File: config.mk
export PLATFORM = sky130hd
export DESIGN_NAME = abr_bridge
export DESIGN_NICKNAME = d
export VERILOG_FILES = /design/src/design/abr_pkg.sv /design/src/design/abr_route.sv /design/src/design/abr_serr.sv /design/src/design/abr_bridge.sv
export VERILOG_INCLUDE_DIRS = /design/src /design/src/design
export SDC_FILE = /design/constraint.sdc
export NUM_CORES = 1
export LEC_CHECK = 0
export ABC_AREA = 1
export BUFFER_PORTS_ARGS = -buffer_cell sky130_fd_sc_hd__buf_2
export CAP_MARGIN = 20
export CORE_AREA = 5 5 143 145
export CTS_CLUSTER_SIZE = 40
export DETAILED_ROUTE_END_ITERATION = 8
export DIE_AREA = 0 0 148 150
export GPL_TIMING_DRIVEN = 0
export PLACE_DENSITY = 0.84
export SLEW_MARGIN = 20
export SYNTH_ARGS = -nofsm -noshare
export SYNTH_HDL_FRONTEND = slang
export SYNTH_SLANG_ARGS = --single-unit
File: constraint.sdc
create_clock -name clk -period 3.7 [get_ports clk]
set_input_delay 0.74 -clock clk [delete_from_list [all_inputs] [get_ports clk]]
set_output_delay 0.74 -clock clk [all_outputs]
set_load 0.005 [all_outputs]
File: src/design/abr_defs.svh
`ifndef ABR_DEFS_SVH
`define ABR_DEFS_SVH
// ---------------------------------------------------------------
// Register byte offsets
// ---------------------------------------------------------------
`define ABR_OFF_BRIDGE_CONTROL 8'h3c
`define ABR_OFF_ERROR_COMMAND 8'h40
`define ABR_OFF_COMMAND 8'h44
`define ABR_OFF_IO_WINDOW 8'h48
`define ABR_OFF_MEM_WINDOW 8'h4c
`define ABR_OFF_PREF_WINDOW 8'h50
`define ABR_OFF_IRQ_STATUS 8'h54
`define ABR_OFF_IRQ_MASK 8'h58
// ---------------------------------------------------------------
// Field positions and write masks
// ---------------------------------------------------------------
`define ABR_BC_PARITY_BIT 0
`define ABR_BC_ISA_BIT 2
`define ABR_BC_VIDEO_BIT 3
`define ABR_BC_WMASK 8'h0d
`define ABR_EC_TA_BIT 0
`define ABR_EC_WMASK 8'h01
`define ABR_CMD_SERR_BIT 8
`define ABR_CMD_SEC_SERR_BIT 0
`define ABR_CMD_WMASK 32'h0000_0101
`define ABR_RESET_BYTE 8'h00
`define ABR_IRQ_PARITY_BIT 0
`define ABR_IRQ_TA_BIT 1
`define ABR_IRQ_MA_BIT 2
`define ABR_IRQ_SERR_BIT 3
// ---------------------------------------------------------------
// Legacy video ranges
// ---------------------------------------------------------------
`define ABR_VMEM_LO 32'h000a_0000
`define ABR_VMEM_HI 32'h000b_ffff
`define ABR_VIO1_LO 10'h3b0
`define ABR_VIO1_HI 10'h3bb
`define ABR_VIO2_LO 10'h3c0
`define ABR_VIO2_HI 10'h3df
`define ABR_ISA_ALIAS_LO 10'h100
`define ABR_ALL_ONES 32'hffff_ffff
`endif

File: src/design/abr_pkg.sv
package abr_pkg;
   typedef enum logic [1:0] {ABR_RESP_OKAY = 2'b00, ABR_RESP_SLVERR = 2'b10} abr_resp_t;
   typedef enum logic {ABR_ROUTE_HUB = 1'b0, ABR_ROUTE_AGP = 1'b1} abr_route_t;
endpackage

File: src/design/abr_route.sv
`timescale 1ns/1ps
`include "abr_defs.svh"
// Combinational routing decision for one host access
module abr_route
   import abr_pkg::*;
(
   input wire logic is_io,
   input wire logic [31:0] addr,
   input wire logic video_en,
   input wire logic isa_en,
   input wire logic [31:0] io_win,
   input wire logic [31:0] mem_win,
   input wire logic [31:0] pref_win,
   output abr_route_t route
);
   logic in_io;
   logic in_mem;
   logic in_pref;
   logic video_hit;
   logic isa_alias;
   // ---------------------------------------------------------------
   // Window decode
   // ---------------------------------------------------------------
   // I/O window: base/limit in 4 KB units, limit low bits all ones
   assign in_io = is_io && (addr[15:12] >= io_win[7:4]) && (addr[15:12] <= io_win[15:12]);
   // Memory windows: 1 MB granularity, A[19:0] treated as FFFFFh at the limit
   assign in_mem = !is_io && (addr[31:20] >= mem_win[15:4]) && (addr[31:20] <= mem_win[31:20]);
   assign in_pref = !is_io && (addr[31:20] >= pref_win[15:4])
      && (addr[31:20] <= pref_win[31:20]);
   // Video ranges, A[15:10] ignored for I/O
   assign video_hit = is_io ?
      (((addr[9:0] >= `ABR_VIO1_LO) && (addr[9:0] <= `ABR_VIO1_HI))
      || ((addr[9:0] >= `ABR_VIO2_LO) && (addr[9:0] <= `ABR_VIO2_HI))) :
      ((addr >= `ABR_VMEM_LO) && (addr <= `ABR_VMEM_HI));
   // Upper 768 bytes of each 1 KB block
   assign isa_alias = (addr[9:0] >= `ABR_ISA_ALIAS_LO);
   // ---------------------------------------------------------------
   // Decision
   // ---------------------------------------------------------------
   always_comb begin
      route = ABR_ROUTE_HUB;
      if (video_en && video_hit) begin
         route = ABR_ROUTE_AGP;
      end else if (in_io) begin
         // Alias only trims accesses already inside the I/O window
         route = (isa_en && isa_alias) ? ABR_ROUTE_HUB : ABR_ROUTE_AGP;
      end else if (in_mem || in_pref) begin
         route = ABR_ROUTE_AGP;
      end
   end
endmodule // abr_route

File: src/design/abr_serr.sv
`timescale 1ns/1ps
`include "abr_defs.svh"
// Decides whether a pulse of each error class becomes an SERR message
module abr_serr
   import abr_pkg::*;
(
   input wire logic parity_err,
   input wire logic target_abort,
   input wire logic other_err,
   input wire logic parity_en,
   input wire logic ta_en,
   input wire logic sec_serr_en,
   input wire logic serr_en,
   output logic send
);
   logic par_req;
   logic ta_req;
   // Parity needs both its own enable and the secondary enable
   assign par_req = parity_err && parity_en && sec_serr_en;
   assign ta_req = target_abort && ta_en;
   // Global enable gates every class; other errors ignore parity_en
   assign send = serr_en && (par_req || ta_req || other_err);
endmodule // abr_serr

File: src/design/abr_bridge.sv
`timescale 1ns/1ps
`include "abr_defs.svh"
// What this block does
// - Video enable sends legacy-video memory and I/O to AGP, ignoring windows.
// - Video enable forwards legacy-video ranges regardless of ISA alias enable.
// - Video enable clear: legacy ranges go to hub unless inside an AGP window.
// - ISA alias applies only to I/O accesses inside the AGP I/O window.
// - ISA alias set: upper 768 bytes of each 1 KB go to hub.
// - ISA alias clear: every I/O in the I/O window goes to AGP.
// - Parity enable and secondary SERR enable report AGP parity errors as SERR.
// - Parity enable clear blocks parity SERR only; other errors still report.
// - No parity error pin; parity errors reported by messaging and in irq_status bit 0.
// - Target-abort enable set: each received target abort sends SERR.
// - Target-abort enable clear: target aborts send no SERR.
// - Every SERR needs the global SERR enable of the command register.
// - Error command register at 40h, resets 00h, only bit 0 writable.
// - Video ranges are A0000h-BFFFFh and I/O 3B0-3BB, 3C0-3DF, A[15:10] ignored.
// - Master abort drops write data and returns all ones on reads.
module abr_bridge
   import abr_pkg::*;
(
   input wire logic clk,
   input wire logic rst,
   // AXI4-Lite slave
   input wire logic [7:0] s_awaddr,
   input wire logic s_awvalid,
   output logic s_awready,
   input wire logic [31:0] s_wdata,
   input wire logic [3:0] s_wstrb,
   input wire logic s_wvalid,
   output logic s_wready,
   output logic [1:0] s_bresp,
   output logic s_bvalid,
   input wire logic s_bready,
   input wire logic [7:0] s_araddr,
   input wire logic s_arvalid,
   output logic s_arready,
   output logic [31:0] s_rdata,
   output logic [1:0] s_rresp,
   output logic s_rvalid,
   input wire logic s_rready,
   // Host access to route
   input wire logic host_valid,
   input wire logic host_is_io,
   input wire logic [31:0] host_addr,
   output logic route_valid,
   output logic route_agp,
   // AGP master completion
   input wire logic agp_done,
   input wire logic agp_master_abort,
   input wire logic agp_is_read,
   input wire logic [31:0] agp_rdata,
   output logic cpl_valid,
   output logic [31:0] cpl_rdata,
   output logic cpl_wr_commit,
   // Error events, one-cycle pulses
   input wire logic agp_parity_err,
   input wire logic agp_target_abort,
   input wire logic other_err,
   output logic hub_serr_msg,
   output logic irq
);
   logic [7:0] bridge_control;
   logic [7:0] error_command;
   logic [31:0] bridge_command_reg;
   logic [31:0] agp_io_window;
   logic [31:0] agp_mem_window;
   logic [31:0] agp_pref_window;
   logic [3:0] irq_status;
   logic [3:0] irq_mask;
   logic aw_held;
   logic w_held;
   logic [7:0] aw_addr;
   logic [31:0] w_data;
   logic [3:0] w_strb;
   logic do_write;
   logic do_read;
   logic wr_mapped;
   logic [31:0] rd_val;
   logic rd_mapped;
   logic [31:0] wmask;
   abr_route_t route_now;
   logic serr_now;
   logic [3:0] events;
   logic [3:0] clr_bits;
   // ---------------------------------------------------------------
   // AXI4-Lite write channel
   // ---------------------------------------------------------------
   // Address and data captured independently, in either order
   assign do_write = aw_held && w_held && !s_bvalid;
   always_ff @(posedge clk) begin
      if (rst) begin
         aw_held <= 1'b0;
         aw_addr <= 8'h00;
      end else if (s_awvalid && s_awready) begin
         aw_held <= 1'b1;
         aw_addr <= s_awaddr;
      end else if (do_write) begin
         aw_held <= 1'b0;
      end
   end
   always_ff @(posedge clk) begin
      if (rst) begin
         w_held <= 1'b0;
         w_data <= 32'h0000_0000;
         w_strb <= 4'h0;
      end else if (s_wvalid && s_wready) begin
         w_held <= 1'b1;
         w_data <= s_wdata;
         w_strb <= s_wstrb;
      end else if (do_write) begin
         w_held <= 1'b0;
      end
   end
   // Ready only while the holding slot is empty
   always_ff @(posedge clk) begin
      if (rst) begin
         s_awready <= 1'b0;
         s_wready <= 1'b0;
      end else begin
         s_awready <= !aw_held && !(s_awvalid && s_awready);
         s_wready <= !w_held && !(s_wvalid && s_wready);
      end
   end
   always_comb begin
      unique case (aw_addr)
         `ABR_OFF_BRIDGE_CONTROL, `ABR_OFF_ERROR_COMMAND, `ABR_OFF_COMMAND,
         `ABR_OFF_IO_WINDOW, `ABR_OFF_MEM_WINDOW, `ABR_OFF_PREF_WINDOW,
         `ABR_OFF_IRQ_STATUS, `ABR_OFF_IRQ_MASK: wr_mapped = 1'b1;
         default: wr_mapped = 1'b0;
      endcase
   end
   always_ff @(posedge clk) begin
      if (rst) begin
         s_bvalid <= 1'b0;
         s_bresp <= ABR_RESP_OKAY;
      end else if (do_write) begin
         s_bvalid <= 1'b1;
         s_bresp <= wr_mapped ? ABR_RESP_OKAY : ABR_RESP_SLVERR;
      end else if (s_bready) begin
         s_bvalid <= 1'b0;
      end
   end
   // Byte-lane mask of the pending write
   always_comb begin
      for (int i = 0; i < 4; i++) begin
         wmask[i*8 +: 8] = {8{w_strb[i]}};
      end
   end
   // ---------------------------------------------------------------
   // Configuration registers
   // ---------------------------------------------------------------
   // Only writable bits take data; reserved bits stay zero
   always_ff @(posedge clk) begin
      if (rst) begin
         bridge_control <= `ABR_RESET_BYTE;
         error_command <= `ABR_RESET_BYTE;
         bridge_command_reg <= 32'h0000_0000;
      end else if (do_write && w_strb[0] && aw_addr == `ABR_OFF_BRIDGE_CONTROL) begin
         bridge_control <= w_data[7:0] & `ABR_BC_WMASK;
      end else if (do_write && w_strb[0] && aw_addr == `ABR_OFF_ERROR_COMMAND) begin
         error_command <= w_data[7:0] & `ABR_EC_WMASK;
      end else if (do_write && aw_addr == `ABR_OFF_COMMAND) begin
         bridge_command_reg <= (bridge_command_reg & ~wmask)
            | (w_data & wmask & `ABR_CMD_WMASK);
      end
   end
   // Window registers: memory base in low half, limit in high half; I/O base in byte 0, limit in byte 1
   always_ff @(posedge clk) begin
      if (rst) begin
         agp_io_window <= 32'h0000_0000;
         agp_mem_window <= 32'h0000_0000;
         agp_pref_window <= 32'h0000_0000;
      end else if (do_write && aw_addr == `ABR_OFF_IO_WINDOW) begin
         agp_io_window <= (agp_io_window & ~wmask) | (w_data & wmask & 32'h0000_f0f0);
      end else if (do_write && aw_addr == `ABR_OFF_MEM_WINDOW) begin
         agp_mem_window <= (agp_mem_window & ~wmask) | (w_data & wmask & 32'hfff0_fff0);
      end else if (do_write && aw_addr == `ABR_OFF_PREF_WINDOW) begin
         agp_pref_window <= (agp_pref_window & ~wmask) | (w_data & wmask & 32'hfff0_fff0);
      end
   end
   // ---------------------------------------------------------------
   // AXI4-Lite read channel
   // ---------------------------------------------------------------
   assign do_read = s_arvalid && s_arready;
   always_comb begin
      rd_val = 32'h0000_0000;
      rd_mapped = 1'b1;
      unique case (s_araddr)
         `ABR_OFF_BRIDGE_CONTROL: rd_val = {24'h000000, bridge_control};
         `ABR_OFF_ERROR_COMMAND: rd_val = {24'h000000, error_command};
         `ABR_OFF_COMMAND: rd_val = bridge_command_reg;
         `ABR_OFF_IO_WINDOW: rd_val = agp_io_window;
         `ABR_OFF_MEM_WINDOW: rd_val = agp_mem_window;
         `ABR_OFF_PREF_WINDOW: rd_val = agp_pref_window;
         `ABR_OFF_IRQ_STATUS: rd_val = {28'h0000000, irq_status};
         `ABR_OFF_IRQ_MASK: rd_val = {28'h0000000, irq_mask};
         default: rd_mapped = 1'b0;
      endcase
   end
   always_ff @(posedge clk) begin
      if (rst) begin
         s_arready <= 1'b0;
         s_rvalid <= 1'b0;
         s_rdata <= 32'h0000_0000;
         s_rresp <= ABR_RESP_OKAY;
      end else if (do_read) begin
         s_arready <= 1'b0;
         s_rvalid <= 1'b1;
         s_rdata <= rd_val;
         s_rresp <= rd_mapped ? ABR_RESP_OKAY : ABR_RESP_SLVERR;
      end else if (s_rvalid) begin
         s_arready <= 1'b0;
         if (s_rready) begin
            s_rvalid <= 1'b0;
         end
      end else begin
         s_arready <= 1'b1;
      end
   end
   // ---------------------------------------------------------------
   // Host routing
   // ---------------------------------------------------------------
   abr_route u_route (
      .is_io(host_is_io),
      .addr(host_addr),
      .video_en(bridge_control[`ABR_BC_VIDEO_BIT]),
      .isa_en(bridge_control[`ABR_BC_ISA_BIT]),
      .io_win(agp_io_window),
      .mem_win(agp_mem_window),
      .pref_win(agp_pref_window),
      .route(route_now)
   );
   // Registered so the output comes straight from a flop
   always_ff @(posedge clk) begin
      if (rst) begin
         route_valid <= 1'b0;
         route_agp <= 1'b0;
      end else begin
         route_valid <= host_valid;
         route_agp <= host_valid && (route_now == ABR_ROUTE_AGP);
      end
   end
   // ---------------------------------------------------------------
   // AGP master completion
   // ---------------------------------------------------------------
   // Master abort: reads see all ones, writes are never committed
   always_ff @(posedge clk) begin
      if (rst) begin
         cpl_valid <= 1'b0;
         cpl_rdata <= 32'h0000_0000;
         cpl_wr_commit <= 1'b0;
      end else begin
         cpl_valid <= agp_done;
         cpl_rdata <= (agp_done && agp_is_read) ?
            (agp_master_abort ? `ABR_ALL_ONES : agp_rdata) : 32'h0000_0000;
         cpl_wr_commit <= agp_done && !agp_is_read && !agp_master_abort;
      end
   end
   // ---------------------------------------------------------------
   // SERR messaging and interrupts
   // ---------------------------------------------------------------
   // No parity pin exists; parity leaves as a hub message and sets irq_status bit 0
   abr_serr u_serr (
      .parity_err(agp_parity_err),
      .target_abort(agp_target_abort),
      .other_err(other_err),
      .parity_en(bridge_control[`ABR_BC_PARITY_BIT]),
      .ta_en(error_command[`ABR_EC_TA_BIT]),
      .sec_serr_en(bridge_command_reg[`ABR_CMD_SEC_SERR_BIT]),
      .serr_en(bridge_command_reg[`ABR_CMD_SERR_BIT]),
      .send(serr_now)
   );
   always_ff @(posedge clk) begin
      if (rst) begin
         hub_serr_msg <= 1'b0;
      end else begin
         hub_serr_msg <= serr_now;
      end
   end
   assign events = {serr_now, agp_done && agp_master_abort, agp_target_abort, agp_parity_err};
   assign clr_bits = (do_write && w_strb[0] && aw_addr == `ABR_OFF_IRQ_STATUS) ?
      w_data[3:0] : 4'h0;
   // Set wins over a simultaneous write-one clear
   always_ff @(posedge clk) begin
      if (rst) begin
         irq_status <= 4'h0;
         irq_mask <= 4'h0;
         irq <= 1'b0;
      end else begin
         irq_status <= (irq_status & ~clr_bits) | events;
         if (do_write && w_strb[0] && aw_addr == `ABR_OFF_IRQ_MASK) begin
            irq_mask <= w_data[3:0];
         end
         irq <= |(((irq_status & ~clr_bits) | events) & irq_mask);
      end
   end
endmodule // abr_bridge

=== Yosys cells after proc, flatten, opt, wreduce, memory -nomap -nowiden ===
Index checks and enable logic that the tools add are counted.

* Flip-flop bits (word level): 265

* Order comparisons: 13
* Equal/unequal tests: 16
* Mux-type cells: 21
* Bitwise gates (word level): 19
* Reductions and logical operators: 60

{| class="wikitable"
|+ Operator list
! operator !! count
|-
| 32-bit one-hot mux with 8 select lines || 1
|-
| 32-bit AND || 5
|-
| 8-bit by 7-bit == test with 1-bit output, second input constant || 14
|-
| 32-bit OR || 2
|-
| 1-bit logical AND || 36
|-
| 32-bit by 20-bit greater-or-equal comparator with 1-bit output, second input constant || 1
|-
| 32-bit by 20-bit <= comparator with 1-bit output, second input constant || 1
|-
| 32-bit two-way mux || 1
|-
| 32-bit inverter || 1
|-
| 32-bit by 16-bit OR with 32-bit output || 1
|-
| 32-bit by 9-bit OR with 32-bit output || 1
|-
| 12-bit greater-or-equal comparator || 2
|-
| 12-bit <= comparator || 2
|-
| 10-bit greater-or-equal comparator, second input constant || 2
|-
| 10-bit <= comparator, second input constant || 2
|-
| 8-bit by 6-bit == test with 1-bit output, second input constant || 2
|-
| 1-bit two-way mux || 16
|-
| 8-bit OR reduction || 2
|-
| 10-bit by 9-bit greater-or-equal comparator with 1-bit output, second input constant || 1
|-
| 4-bit AND || 2
|-
| 1-bit zero test || 8
|-
| 3-bit AND reduction || 2
|-
| 2-bit nonzero test || 3
|-
| 1-bit inverter || 5
|-
| 10 further kinds || 16
|}

=== Logic depth before layout (Yosys ltp) ===
Gate-level depths: netlist (run 1).

* Word-level depth: 10
* Mapped depth: 14
* Mapped depth without buffers: 14

=== By module ===
From an unflattened synthesis (run 1), not the netlist that was laid out.

* Cells, all modules: 1527
* Area total of the unflattened synthesis: 11292.1 um^2

{| class="wikitable"
|+ Modules (own cells, without submodules)
! module !! instances !! cells each !! area each (um^2) !! sequential area each (um^2)
|-
| abr_bridge || 1 || 1252 || 9641.7 || 5185.0
|-
| abr_route || 1 || 266 || 1614.0 || 0.0
|-
| abr_serr || 1 || 9 || 36.3 || 0.0
|}

=== Worst setup path before layout (run 1) ===
No wires, ideal clock.

* Kind: input -> register
* Start point: input s_araddr[0]
* End point: register s_rdata[14]
* Setup time: 0.070 ns
* Arrival: 1.734 ns
* Path slack: 1.895 ns
* Stages on the path: 8
* Path through: inv_1 nand2_2 nor3_1 nand2_1 buf_2 o21ai_0 o21ai_1 a21oi_1

* Word-level cells in the longest chain between the ends: 2

{| class="wikitable"
|+ Ends and longest elaborated chain
! item !! line !! RTL
|-
| start: declaration || abr_bridge.sv:35 || <nowiki>input wire logic [7:0] s_araddr,</nowiki>
|-
| 8-bit by 7-bit == test with 1-bit output / 8-bit by 6-bit == test with 1-bit output (equally long branches) || abr_bridge.sv:189 || <nowiki>unique case (s_araddr)</nowiki>
|-
| 32-bit one-hot mux with 8 select lines * || abr_bridge.sv:189 ||
|-
| end signal: assignment || abr_bridge.sv:210 || <nowiki>s_rdata <= rd_val;</nowiki>
|-
| end: declaration || abr_bridge.sv:38 || <nowiki>output logic [31:0] s_rdata,</nowiki>
|}

Every way passes the cells marked *; elsewhere a longest branch is shown, timed or not.
A chain may end at the register's enable or synchronous reset.

=== Worst setup path after layout (run 1) ===
* Start point: input s_araddr[1]
* End point: register s_rdata[14]

The elaborated chain is that of the path after synthesis.

==> summary.txt, run 1 <==
Logic synthesis
  – Cells after Synth: 1,497
  – Synth warn: 0
  – #FFs+latches synth: 259
  – XOR/XNOR Fraction of Synth Area: 0%
  – Largest family of logic cells by synthesized area: simple AND/OR/NAND/NOR gates
  – Most frequent cell after synthesis: dfxtp_1
  – Unique masters post-synth: 35
  – Sequential share of the synthesized area: 46.4%
  – Syn Std Cell Area: 11,200 µm²
  – Dominant synthesized flop cell: dfxtp_1
  – Ys async rst share: 0%
  – Synth top area cells: dfxtp_1 46%, nand2_1 7.4%, nand3_1 6.7%
  – Largest area contributor in the netlist: dfxtp_1
  – Post-synthesis compound-gate area fraction: 13.6%
  – Post-synthesis mux area share: 0%
  – Adder-cell share of the synthesized area: 6.27%
  – Synth Area in Simple Gates: 24.0%
  – Synthesized area per cell: 7.47 µm²
  – Post-synth EDFFs: 0
  – Share of the synthesized area in the top cell type: 46.4%
  – Most frequent cells after synthesis: 259 x dfxtp_1, 221 x nand2_1, 194 x inv_1

Critical path
  – Largest stage delay, worst path: 0.40 ns
  – Worst r2r src: s_bvalid
  – Cell mode on critical path: buf_2
  – WP buf/inv: 3
  – Critical-path cell list: buf_2 -> inv_1 -> nand2_2 -> nor3_1 -> nand2_1 -> buf_2 -> o21ai_0 -> o21ai_1 -> a21oi_1
  – Critical path origin: s_araddr[1]
  – Worst Path Max Fanout: 10
  – Worst setup endpoint: s_rdata[14]
  – Startpoint Class: input pin
  – Critical Path Stages: 9
  – CP delay by family, top: simple AND/OR/NAND/NOR gates
  – CP endpoint kind: register
  – FF-to-FF setup slack: 1.67 ns
  – Slowest cell on crit path: nor3_1
  – R2R cell count: 6
  – WP data arrival: 2.62 ns
  – CP Class: input pin to register
  – CP required: 4.16 ns

Global route
  – Largest net degree at the start of global routing: 15
  – GR met1 Demand/Resource: 38.0%
  – Vias in the first global route: 10,700
  – Grt ovf: 0
  – Tot GR Track Use: 29.5%
  – Met2 Use GR: 48.7%
  – M3 GR Usage: 4.54%
  – First-pass GRT wire length: 52,800 µm
  – Busiest grt layer: met2
  – Number of antenna violations at the first check in global routing: 0

Status
  – Status: finished clean

STA
  – Slew Viols, Final: 0
  – Final min period: 2.17 ns
  – Unrepaired setup endpoints after global routing: false
  – Hold Vio Cnt, Final: 0
  – Actual slew at the worst max-slew pin: 0.765 ns
  – Endpoints failing setup: 0
  – Final Cycle Share: 58.5%
  – Peak Freq: 462 MHz
  – Final setup TNS: 0 ns
  – Worst rel slew slack: 49.0%
  – Clock skew: 0.0232 ns

Clock tree
  – Worst-Skew Late Latency: 0.54 ns
  – Total clock sinks: 259
  – Cts bufs inserted: 26
  – CTS HTree Levels: 1
  – Post-cts resize count: 0
  – CTS Buffer Depth: 3
  – CTS tree: built
  – Post-CTS setup buffer count: 0
  – CTS clk-pin slew, worst paths: 0.06 ns
  – CTS Root Cell: clkbuf_16
  – Hold buffer count at cts: 0

Pwr
  – Leakage power: 6.31 nW
  – Int Power: 0.00454 W
  – P_sw: 0.00144 W
  – Max VDD drop: 0.367 mV
  – Power share of the clock group: 44.2%
  – Power after layout: 0.00598 W
  – Cell Pwr Density: 449 nW/µm²
  – Sw Ratio: 24.1%
  – Sequential power share: 48.5%
  – Gate power share: 7.3%

Route
  – DRT Wirelength: 33,800 µm
  – DR iter-0 viols: 983
  – Post-DRT Antenna Nets: 0
  – WL per Instance: 17.1 µm
  – TritonRoute pass-1 iters: 6
  – DR DRC count: 0
  – Vias: 11,000
  – Via-to-Cell Ratio: 5.58

Final layout
  – Diodes inserted: 0
  – Layout cells sized above 1: 17.0%
  – Filler cell count in the final layout: 1,529
  – Reg area: 5180 µm²
  – Final #Nets: 1,909
  – Multi-input logic area: 4910 µm²
  – Syn-to-layout area delta: 19.2%

Floorplanning
  – Initial core utilization: 58.6%
  – Chip Width: 148 µm
  – # IOs: 210
  – Cell row count: 51
  – Die Ht: 150 µm
  – Core area: 19,100 µm²
  – Die area: 22,200 µm²

Place
  – GP Congestion: 0.941
  – Hpwl dp: 25,500 µm
  – Port Buffers: 196

Job
  – Maxcap violations: 0

Hold path
  – HP Class: input pin to register
power groups by stage:
| stage | clock network, W | registers [W] | logic, W |
|---|---|---|---|
| 6_report | 0.00264 | 0.00290 | 0.000438 |
| 5_1_grt | 0.00277 | 0.00290 | 0.000491 |
| 3_3_place_gp | 0 | 0.00295 | 0.000411 |
| 4_1_cts | 0.00264 | 0.00290 | 0.000432 |
| 3_5_place_dp | 0 | 0.00296 | 0.000426 |
| 2_1_floorplan | 0 | 0.00294 | 0.000241 |
per-stage QoR:
step	worst slack [ns]	std cells	utilization, %	area (µm²)	hold WS, ns
2_1_floorplan	1.90	1498	-	11200	0.418
4_1_cts	1.62	1979	69.8	13300	0.366
6_report	1.53	1979	69.8	13300	0.376
3_5_place_dp	1.08	1932	65.3	12500	0.434
5_1_grt	1.36	1979	69.8	13300	0.391
3_3_place_gp	1.14	1932	65.3	12500	0.426
cell usage in the layout, fill, tap and decap left out, types with 45 or more instances in the layout:
master and n:
a21oi_1 124, buf_2 213, clkbuf_1 45, dfxtp_1 259
ha_1 56, inv_1 194, nand2_1 221, nand3_1 150
nor2_1 174, o21ai_0 107, o21ai_1 61
area by class of cell:
class	instances	share of cell area, %
Sequential cell	259	38.9
Multi-Input combinational cell	965	36.8
Timing Repair Buffer	196	7.36
Inverter	202	5.69
Clock buffer	35	5.51
Buffer	72	2.50
Tap cell	238	2.24
Clock inverter	12	0.949
how the worst min path moves through the flow:
stage / start / endpoint / slack (ns) / cells after the start
2_1_floorplan: agp_pref_window[2] / agp_pref_window[2] / 0.42 / 2
3_3_place_gp: agp_pref_window[18] / agp_pref_window[18] / 0.43 / 2
3_5_place_dp: agp_pref_window[2] / agp_pref_window[2] / 0.43 / 2
4_1_cts: agp_is_read / cpl_wr_commit / 0.37 / 2
5_1_grt: agp_is_read / cpl_wr_commit / 0.39 / 2
6_report: agp_is_read / cpl_wr_commit / 0.38 / 2
worst reg2reg max path, delay by kind of cell, from the launching register on:
kind / cells / cell delay, ns
simple gates: 3 / 1.12
flops: 1 / 0.34
buf+inv: 1 / 0.28
compound gates: 2 / 0.18
cells by family (layout without fill, tap and decap cells):
logic type | count (synthesis) | count (layout)
compound gates | 300 | 300
fa+ha+maj | 56 | 56
buf+inv | 274 | 517
flops | 259 | 259
other cells | 1 | 2
simple gates | 607 | 607
layer usage:
layer	share of wire, %	wire length (µm)	vias to the layer above
met5	0	0	-
met4	5.0	1690	0
met3	9.0	3040	132
met2	46	15600	585
met1	40	13500	5016
li1	-	-	5303
No activity file was read; power rests on OpenSTA's default activity.
==> run 2, diff against run 1 <==
--- a/config.mk
+++ b/config.mk
@@ -6,15 +6,15 @@
 export SDC_FILE = /design/constraint.sdc
 export NUM_CORES = 1
 export LEC_CHECK = 0
-export ABC_AREA = 1
+export ABC_AREA = 0
 export BUFFER_PORTS_ARGS = -buffer_cell sky130_fd_sc_hd__buf_2
 export CAP_MARGIN = 20
-export CORE_AREA = 5 5 143 145
+export CORE_AREA = 5 5 152 154
 export CTS_CLUSTER_SIZE = 40
 export DETAILED_ROUTE_END_ITERATION = 8
-export DIE_AREA = 0 0 148 150
+export DIE_AREA = 0 0 157 159
 export GPL_TIMING_DRIVEN = 0
-export PLACE_DENSITY = 0.84
+export PLACE_DENSITY = 0.76
 export SLEW_MARGIN = 20
 export SYNTH_ARGS = -nofsm -noshare
 export SYNTH_HDL_FRONTEND = slang
==> constraint.sdc (replaced) <==
create_clock -name clk -period 1.9 [get_ports clk]
set_input_delay 0.38 -clock clk [delete_from_list [all_inputs] [get_ports clk]]
set_output_delay 0.38 -clock clk [all_outputs]
set_load 0.005 [all_outputs]
==> summary.txt, run 2 <==
STA
  – Hold slack: 0.0302 ns
  – Unrepaired setup endpoints after global routing: true
  – Slew Viols, Final: 0
  – Final setup TNS: -1.41 ns
  – Peak Freq: 491 MHz
  – Clock skew: 0.0125 ns
  – Worst rel slew slack: 49.4%
  – Setup ws final: -0.136 ns
  – Endpoints failing setup: 43
  – Actual slew at the worst max-slew pin: 0.759 ns
  – Hold Vio Cnt, Final: 0
  – Final Cycle Share: 107%
  – Final min period: 2.04 ns

Global route
  – Largest net degree at the start of global routing: 15
  – Number of antenna violations at the first check in global routing: 0
  – Vias in the first global route: 9,543
  – First-pass GRT wire length: 49,700 µm
  – Grt ovf: 0
  – Tot GR Track Use: 24.5%

Route
  – TritonRoute pass-1 iters: 8
  – DR iter-0 viols: 853
  – Post-DRT Antenna Nets: 0
  – WL per Instance: 18.4 µm
  – DRT Wirelength: 32,200 µm
  – DR DRC count: 0
  – Vias: 9,809
  – Via-to-Cell Ratio: 5.59

Final layout
  – Most frequent cells in the layout: 248 x dfxtp_1, 200 x buf_2, 192 x nand2_1
  – Diodes inserted: 0
  – Utilization after layout: 61.8%
  – Final #Nets: 1,642
  – Syn-to-layout area delta: 25.0%
  – Commonest non-fill, non-tap cell in the layout: dfxtp_1
  – Filler cell count in the final layout: 1,847
  – Layout cells sized above 1: 22.7%

Critical path
  – Worst r2r src: aw_addr[3]
  – Critical-path cell list: buf_6 -> or4b_4 -> nor4_4 -> a21bo_1 -> a21oi_2 -> a22o_1 -> a211o_1
  – Critical path origin: aw_addr[3]
  – Critical Path Stages: 7
  – Startpoint Class: register
  – Reg-to-reg endpoint: irq
  – WP buf/inv: 1
  – R2R cell count: 7
  – Slowest cell on crit path: or4b_4
  – CP endpoint kind: register
  – FF-to-FF setup slack: -0.14 ns
  – CP required: 2.32 ns
  – Largest stage delay, worst path: 0.52 ns
  – Worst Path Max Fanout: 9
  – CP Class: register to register
  – WP data arrival: 2.46 ns
  – Worst setup endpoint: irq
  – CP delay by family, top: simple AND/OR/NAND/NOR gates

Clock tree
  – CTS tree: built
  – Total clock sinks: 259
  – Hold buffer count at cts: 0
  – Cts bufs inserted: 27
  – CTS Buffer Depth: 3
  – CTS HTree Levels: 1
  – CTS clk-pin slew, worst paths: 0.06 ns
  – Worst-Skew Late Latency: 0.54 ns
  – CTS Root Cell: clkbuf_16

Hold path
  – Min-Delay Startpoint: agp_is_read
  – HP Class: input pin to register
  – Worst hold path depth: 2

Logic synthesis
  – Synth warn: 0
  – Ys async rst share: 0%
  – Syn Std Cell Area: 10,700 µm²
  – Sequential share of the synthesized area: 48.7%
  – Post-synth EDFFs: 0
  – #FFs+latches synth: 259
  – Largest area contributor in the netlist: dfxtp_1
  – Most frequent cells after synthesis: 259 x dfxtp_1, 197 x nand2_1, 148 x a21oi_1
  – Synth top area cells: dfxtp_1 49%, a21oi_1 7.0%, nand2_1 6.9%
  – Dominant synthesized flop cell: dfxtp_1
  – Synthesized area per cell: 8.73 µm²
  – Share of the synthesized area in the top cell type: 48.7%
  – Most frequent cell after synthesis: dfxtp_1
  – Unique masters post-synth: 58
  – Cells after Synth: 1,220

Pwr
  – Leakage power: 5.68 nW
  – Int Power: 0.00920 W
  – Cell Pwr Density: 895 nW/µm²
  – Max VDD drop: 0.714 mV
  – Sequential power share: 46.9%
  – P_sw: 0.00272 W
  – Gate power share: 6.6%
  – Power share of the clock group: 46.5%
  – Sw Ratio: 22.8%

Floorplanning
  – Chip Width: 157 µm
  – Cell row count: 54
  – Core area: 21,600 µm²
  – # IOs: 210
  – Initial core utilization: 49.4%
  – Die area: 25,000 µm²
  – Die Ht: 159 µm

Job
  – Maxcap violations: 0

Place
  – GP Congestion: 0.941
  – Hpwl dp: 24,000 µm
  – Port Buffers: 196
  – Worst slack, placed: -0.851 ns

Status
  – Status: finished with violations
  – Failing checks: setup timing
run 2: layout make-up:
| cell class | count | area, µm² | area share (%) |
|---|---|---|---|
| Multi-Input combinational cell | 838 | 5200 | 39.1 |
| Clock buffer | 37 | 773 | 5.81 |
| Timing Repair Buffer | 210 | 1120 | 8.40 |
| Sequential cell | 259 | 5200 | 39.0 |
| Buffer | 61 | 285 | 2.14 |
| Inverter | 58 | 218 | 1.64 |
| Tap cell | 280 | 350 | 2.63 |
| Clock inverter | 11 | 165 | 1.24 |
run 2: how the worst min path moves through the flow:
stage                            end  slack (ns)
floorplan           agp_io_window[2]        0.43
global placement         s_rdata[26]        0.43
detailed placement         s_arready        0.43
CTS                    cpl_wr_commit        0.01
global route           cpl_wr_commit        0.02
finish                 cpl_wr_commit        0.03
run 2: power by group through the flow:
stage | clock [W] | combinational, W | sequential, W
floorplan | 0 | 0.000380 | 0.00569
global placement | 0 | 0.000722 | 0.00569
detailed placement | 0 | 0.000746 | 0.00570
CTS | 0.00563 | 0.000766 | 0.00558
global route | 0.00587 | 0.000870 | 0.00559
finish | 0.00554 | 0.000792 | 0.00559
run 2: metrics by stage:
step / total power (W) / instances / cell area [µm²]
detailed placement: 0.00644 / 1697 / 12000
CTS: 0.0120 / 1748 / 13100
global placement: 0.00642 / 1697 / 12000
global route: 0.0123 / 1754 / 13300
finish: 0.0119 / 1754 / 13300
floorplan: 0.00607 / 1221 / 10700
run 2: timing repair:
| action | CTS | global route |
|---|---|---|
| pin swaps | 8 | 26 |
| gates cloned | 0 | 1 |
| resized for setup | 35 | 56 |
| buffers inserted | 7 | 6 |
| endpoints found under the setup margin | 161 | 164 |
run 2: logic make-up after synthesis:
kind of cell	count (synthesis)	synth area share (%)
flip-flops	259	48.7
buffers and inverters	124	4.59
AND/OR/NAND/NOR	486	21.4
adder cells (fa/ha/maj)	56	6.58
other	1	0.0352
AO/OA/AOI/OAI	258	15.3
multiplexers	36	3.39
run 2: layer usage:
layer | share of wire (%) | wire [µm] | GRT usage [%] | up-vias
li1 | - | - | - | 4655
met1 | 40 | 12900 | 31.8 | 4606
met2 | 47 | 15200 | 40.2 | 463
met3 | 8.7 | 2810 | 4.27 | 85
met4 | 4.0 | 1280 | 10.6 | 0
met5 | 0 | 0 | 0 | -
run 2: worst reg2reg max path: stages, from the launching register on:
cell,delay [ns]
dfxtp_2,0.32
buf_6,0.13
or4b_4,0.53
nor4_4,0.26
a21bo_1,0.18
a21oi_2,0.05
a22o_1,0.24
a211o_1,0.22
==> run 3, diff against run 2 <==
--- a/config.mk
+++ b/config.mk
@@ -13,7 +13,6 @@
 export CTS_CLUSTER_SIZE = 40
 export DETAILED_ROUTE_END_ITERATION = 8
 export DIE_AREA = 0 0 157 159
-export GPL_TIMING_DRIVEN = 0
 export PLACE_DENSITY = 0.76
 export SLEW_MARGIN = 20
 export SYNTH_ARGS = -nofsm -noshare
==> summary.txt, run 3 (synthesis gave the netlist of run 2 again) <==
Critical path
  – CP required: 2.31 ns
  – Startpoint Class: register
  – CP endpoint kind: register
  – Worst Path Max Fanout: 3
  – WP data arrival: 2.33 ns
  – CP Class: register to register

Clock tree
  – CTS HTree Levels: 1
  – Cts bufs inserted: 26
  – CTS Root Cell: clkbuf_16
  – Total clock sinks: 259
  – Worst-Skew Late Latency: 0.52 ns
  – CTS tree: built
  – CTS clk-pin slew, worst paths: 0.06 ns
  – Hold buffer count at cts: 0
  – CTS Buffer Depth: 3

Final layout
  – Final #Nets: 1,654
  – Non-filler cells, final: 1,766
  – Most frequent cells in the layout: 249 x dfxtp_1, 197 x buf_2, 195 x nand2_1
  – Reg area: 5200 µm²
  – Filler cell count in the final layout: 1,778
  – Multi-input logic area: 5190 µm²
  – Diodes inserted: 0
  – Commonest non-fill, non-tap cell in the layout: dfxtp_1
  – Utilization after layout: 63.1%
  – Layout cells sized above 1: 25.4%
  – Syn-to-layout area delta: 27.7%

Route
  – DR DRC count: 0
  – Vias: 9,520
  – Post-DRT Antenna Nets: 0
  – Via-to-Cell Ratio: 5.39
  – TritonRoute pass-1 iters: 5
  – DR iter-0 viols: 845
  – DRT Wirelength: 30,400 µm
  – WL per Instance: 17.2 µm

Pwr
  – Power share of the clock group: 44.8%
  – P_sw: 0.00261 W
  – Cell Pwr Density: 851 nW/µm²
  – Max VDD drop: 0.708 mV
  – Leakage power: 5.90 nW
  – Gate power share: 7.0%
  – Sequential power share: 48.2%
  – Sw Ratio: 22.5%
  – Int Power: 0.00898 W

STA
  – Clock skew: 0.00839 ns
  – Final setup TNS: -0.0221 ns
  – Worst rel slew slack: 63.3%
  – Endpoints failing setup: 1
  – Peak Freq: 520 MHz
  – Final min period: 1.92 ns
  – Hold Vio Cnt, Final: 0
  – Final Cycle Share: 101%
  – Unrepaired setup endpoints after global routing: true
  – Actual slew at the worst max-slew pin: 0.549 ns
  – Slew Viols, Final: 0
  – Setup ws final: -0.0221 ns

Global route
  – Number of antenna violations at the first check in global routing: 1
  – Tot GR Track Use: 23.6%
  – First-pass GRT wire length: 48,400 µm
  – Largest net degree at the start of global routing: 41
  – Grt ovf: 0
  – Vias in the first global route: 9,567

Floorplanning
  – Chip Width: 157 µm
  – Die Ht: 159 µm
  – Initial core utilization: 49.4%
  – # IOs: 210
  – Die area: 25,000 µm²
  – Core area: 21,600 µm²
  – Cell row count: 54

Place
  – DP Cell Count: 1,718
  – Hpwl dp: 22,300 µm
  – Port Buffers: 198
  – GP Congestion: 0.919
  – Worst slack, placed: -0.188 ns

Status
  – Failing checks: setup timing
  – Status: finished with violations

Hold path
  – HP Class: input pin to register

Job
  – Maxcap violations: 0
==> run 3: cell count changes in the layout (fill, tap and decap cells not counted), sizes merged <==
cell	delta
clkinv	+1
clkinvlp	-1
bufinv	-2
clkbuf	-44
buf	+58
==> run 3: path summary, 6_finish.rpt <==
path                    start            end  slack, ns  cells past startpoint
hold / removal    agp_is_read  cpl_wr_commit       0.03                      2
setup reg to reg   aw_addr[0]            irq      -0.02                      6
setup / recovery   aw_addr[0]            irq      -0.02                      6
hold reg to reg      s_rvalid      s_arready       0.44                      1
==> run 3: power groups by stage <==
stage | sequential (W) | clock [W] | combinational [W]
2_1_floorplan | 0.00569 | 0 | 0.000380
3_3_place_gp | 0.00570 | 0 | 0.000755
3_5_place_dp | 0.00570 | 0 | 0.000775
4_1_cts | 0.00559 | 0.00524 | 0.000787
5_1_grt | 0.00560 | 0.00548 | 0.000900
6_report | 0.00559 | 0.00519 | 0.000810
==> run 3: worst max-delay path: stages, from the launching register on <==
cell,delay [ns]
dfxtp_2,0.32
or4b_4,0.57
nor4_4,0.21
buf_4,0.17
a311oi_1,0.09
and2_1,0.18
a211o_1,0.26
==> run 3: routing by layer <==
| layer | global-route usage (%) | up-vias | wire (µm) |
|---|---|---|---|
| met4 | 6.67 | 2 | 851 |
| met5 | 0 | - | 20 |
| met3 | 4.16 | 66 | 2470 |
| li1 | - | 4677 | - |
| met2 | 39.4 | 352 | 14400 |
| met1 | 31.2 | 4423 | 12700 |
==> run 3: stage by stage <==
stage / instance area (µm²) / hold WS, ns / power, W
after detailed placement: 12500 / 0.433 / 0.00648
after CTS: 13400 / 0.0168 / 0.0116
after floorplan: 10700 / 0.426 / 0.00607
after global routing: 13600 / 0.0273 / 0.0120
final: 13600 / 0.0291 / 0.0116
after global placement: 12500 / 0.427 / 0.00646
==> run 3: repair_timing <==
| item | CTS | global route |
|---|---|---|
| pin swaps | 2 | 12 |
| gates resized for setup | 9 | 41 |
| setup buffers | 0 | 3 |
| endpoints found under the setup margin | 62 | 77 |
==> run 3: final cells by class <==
class | count | share of cell area [%]
multi-input cells | 838 | 38.2
clock buffers | 38 | 5.71
flip-flops and latches | 259 | 38.2
repair buffers | 284 | 13.0
clock inverters | 9 | 0.745
inverters | 58 | 1.60
well taps | 280 | 2.57
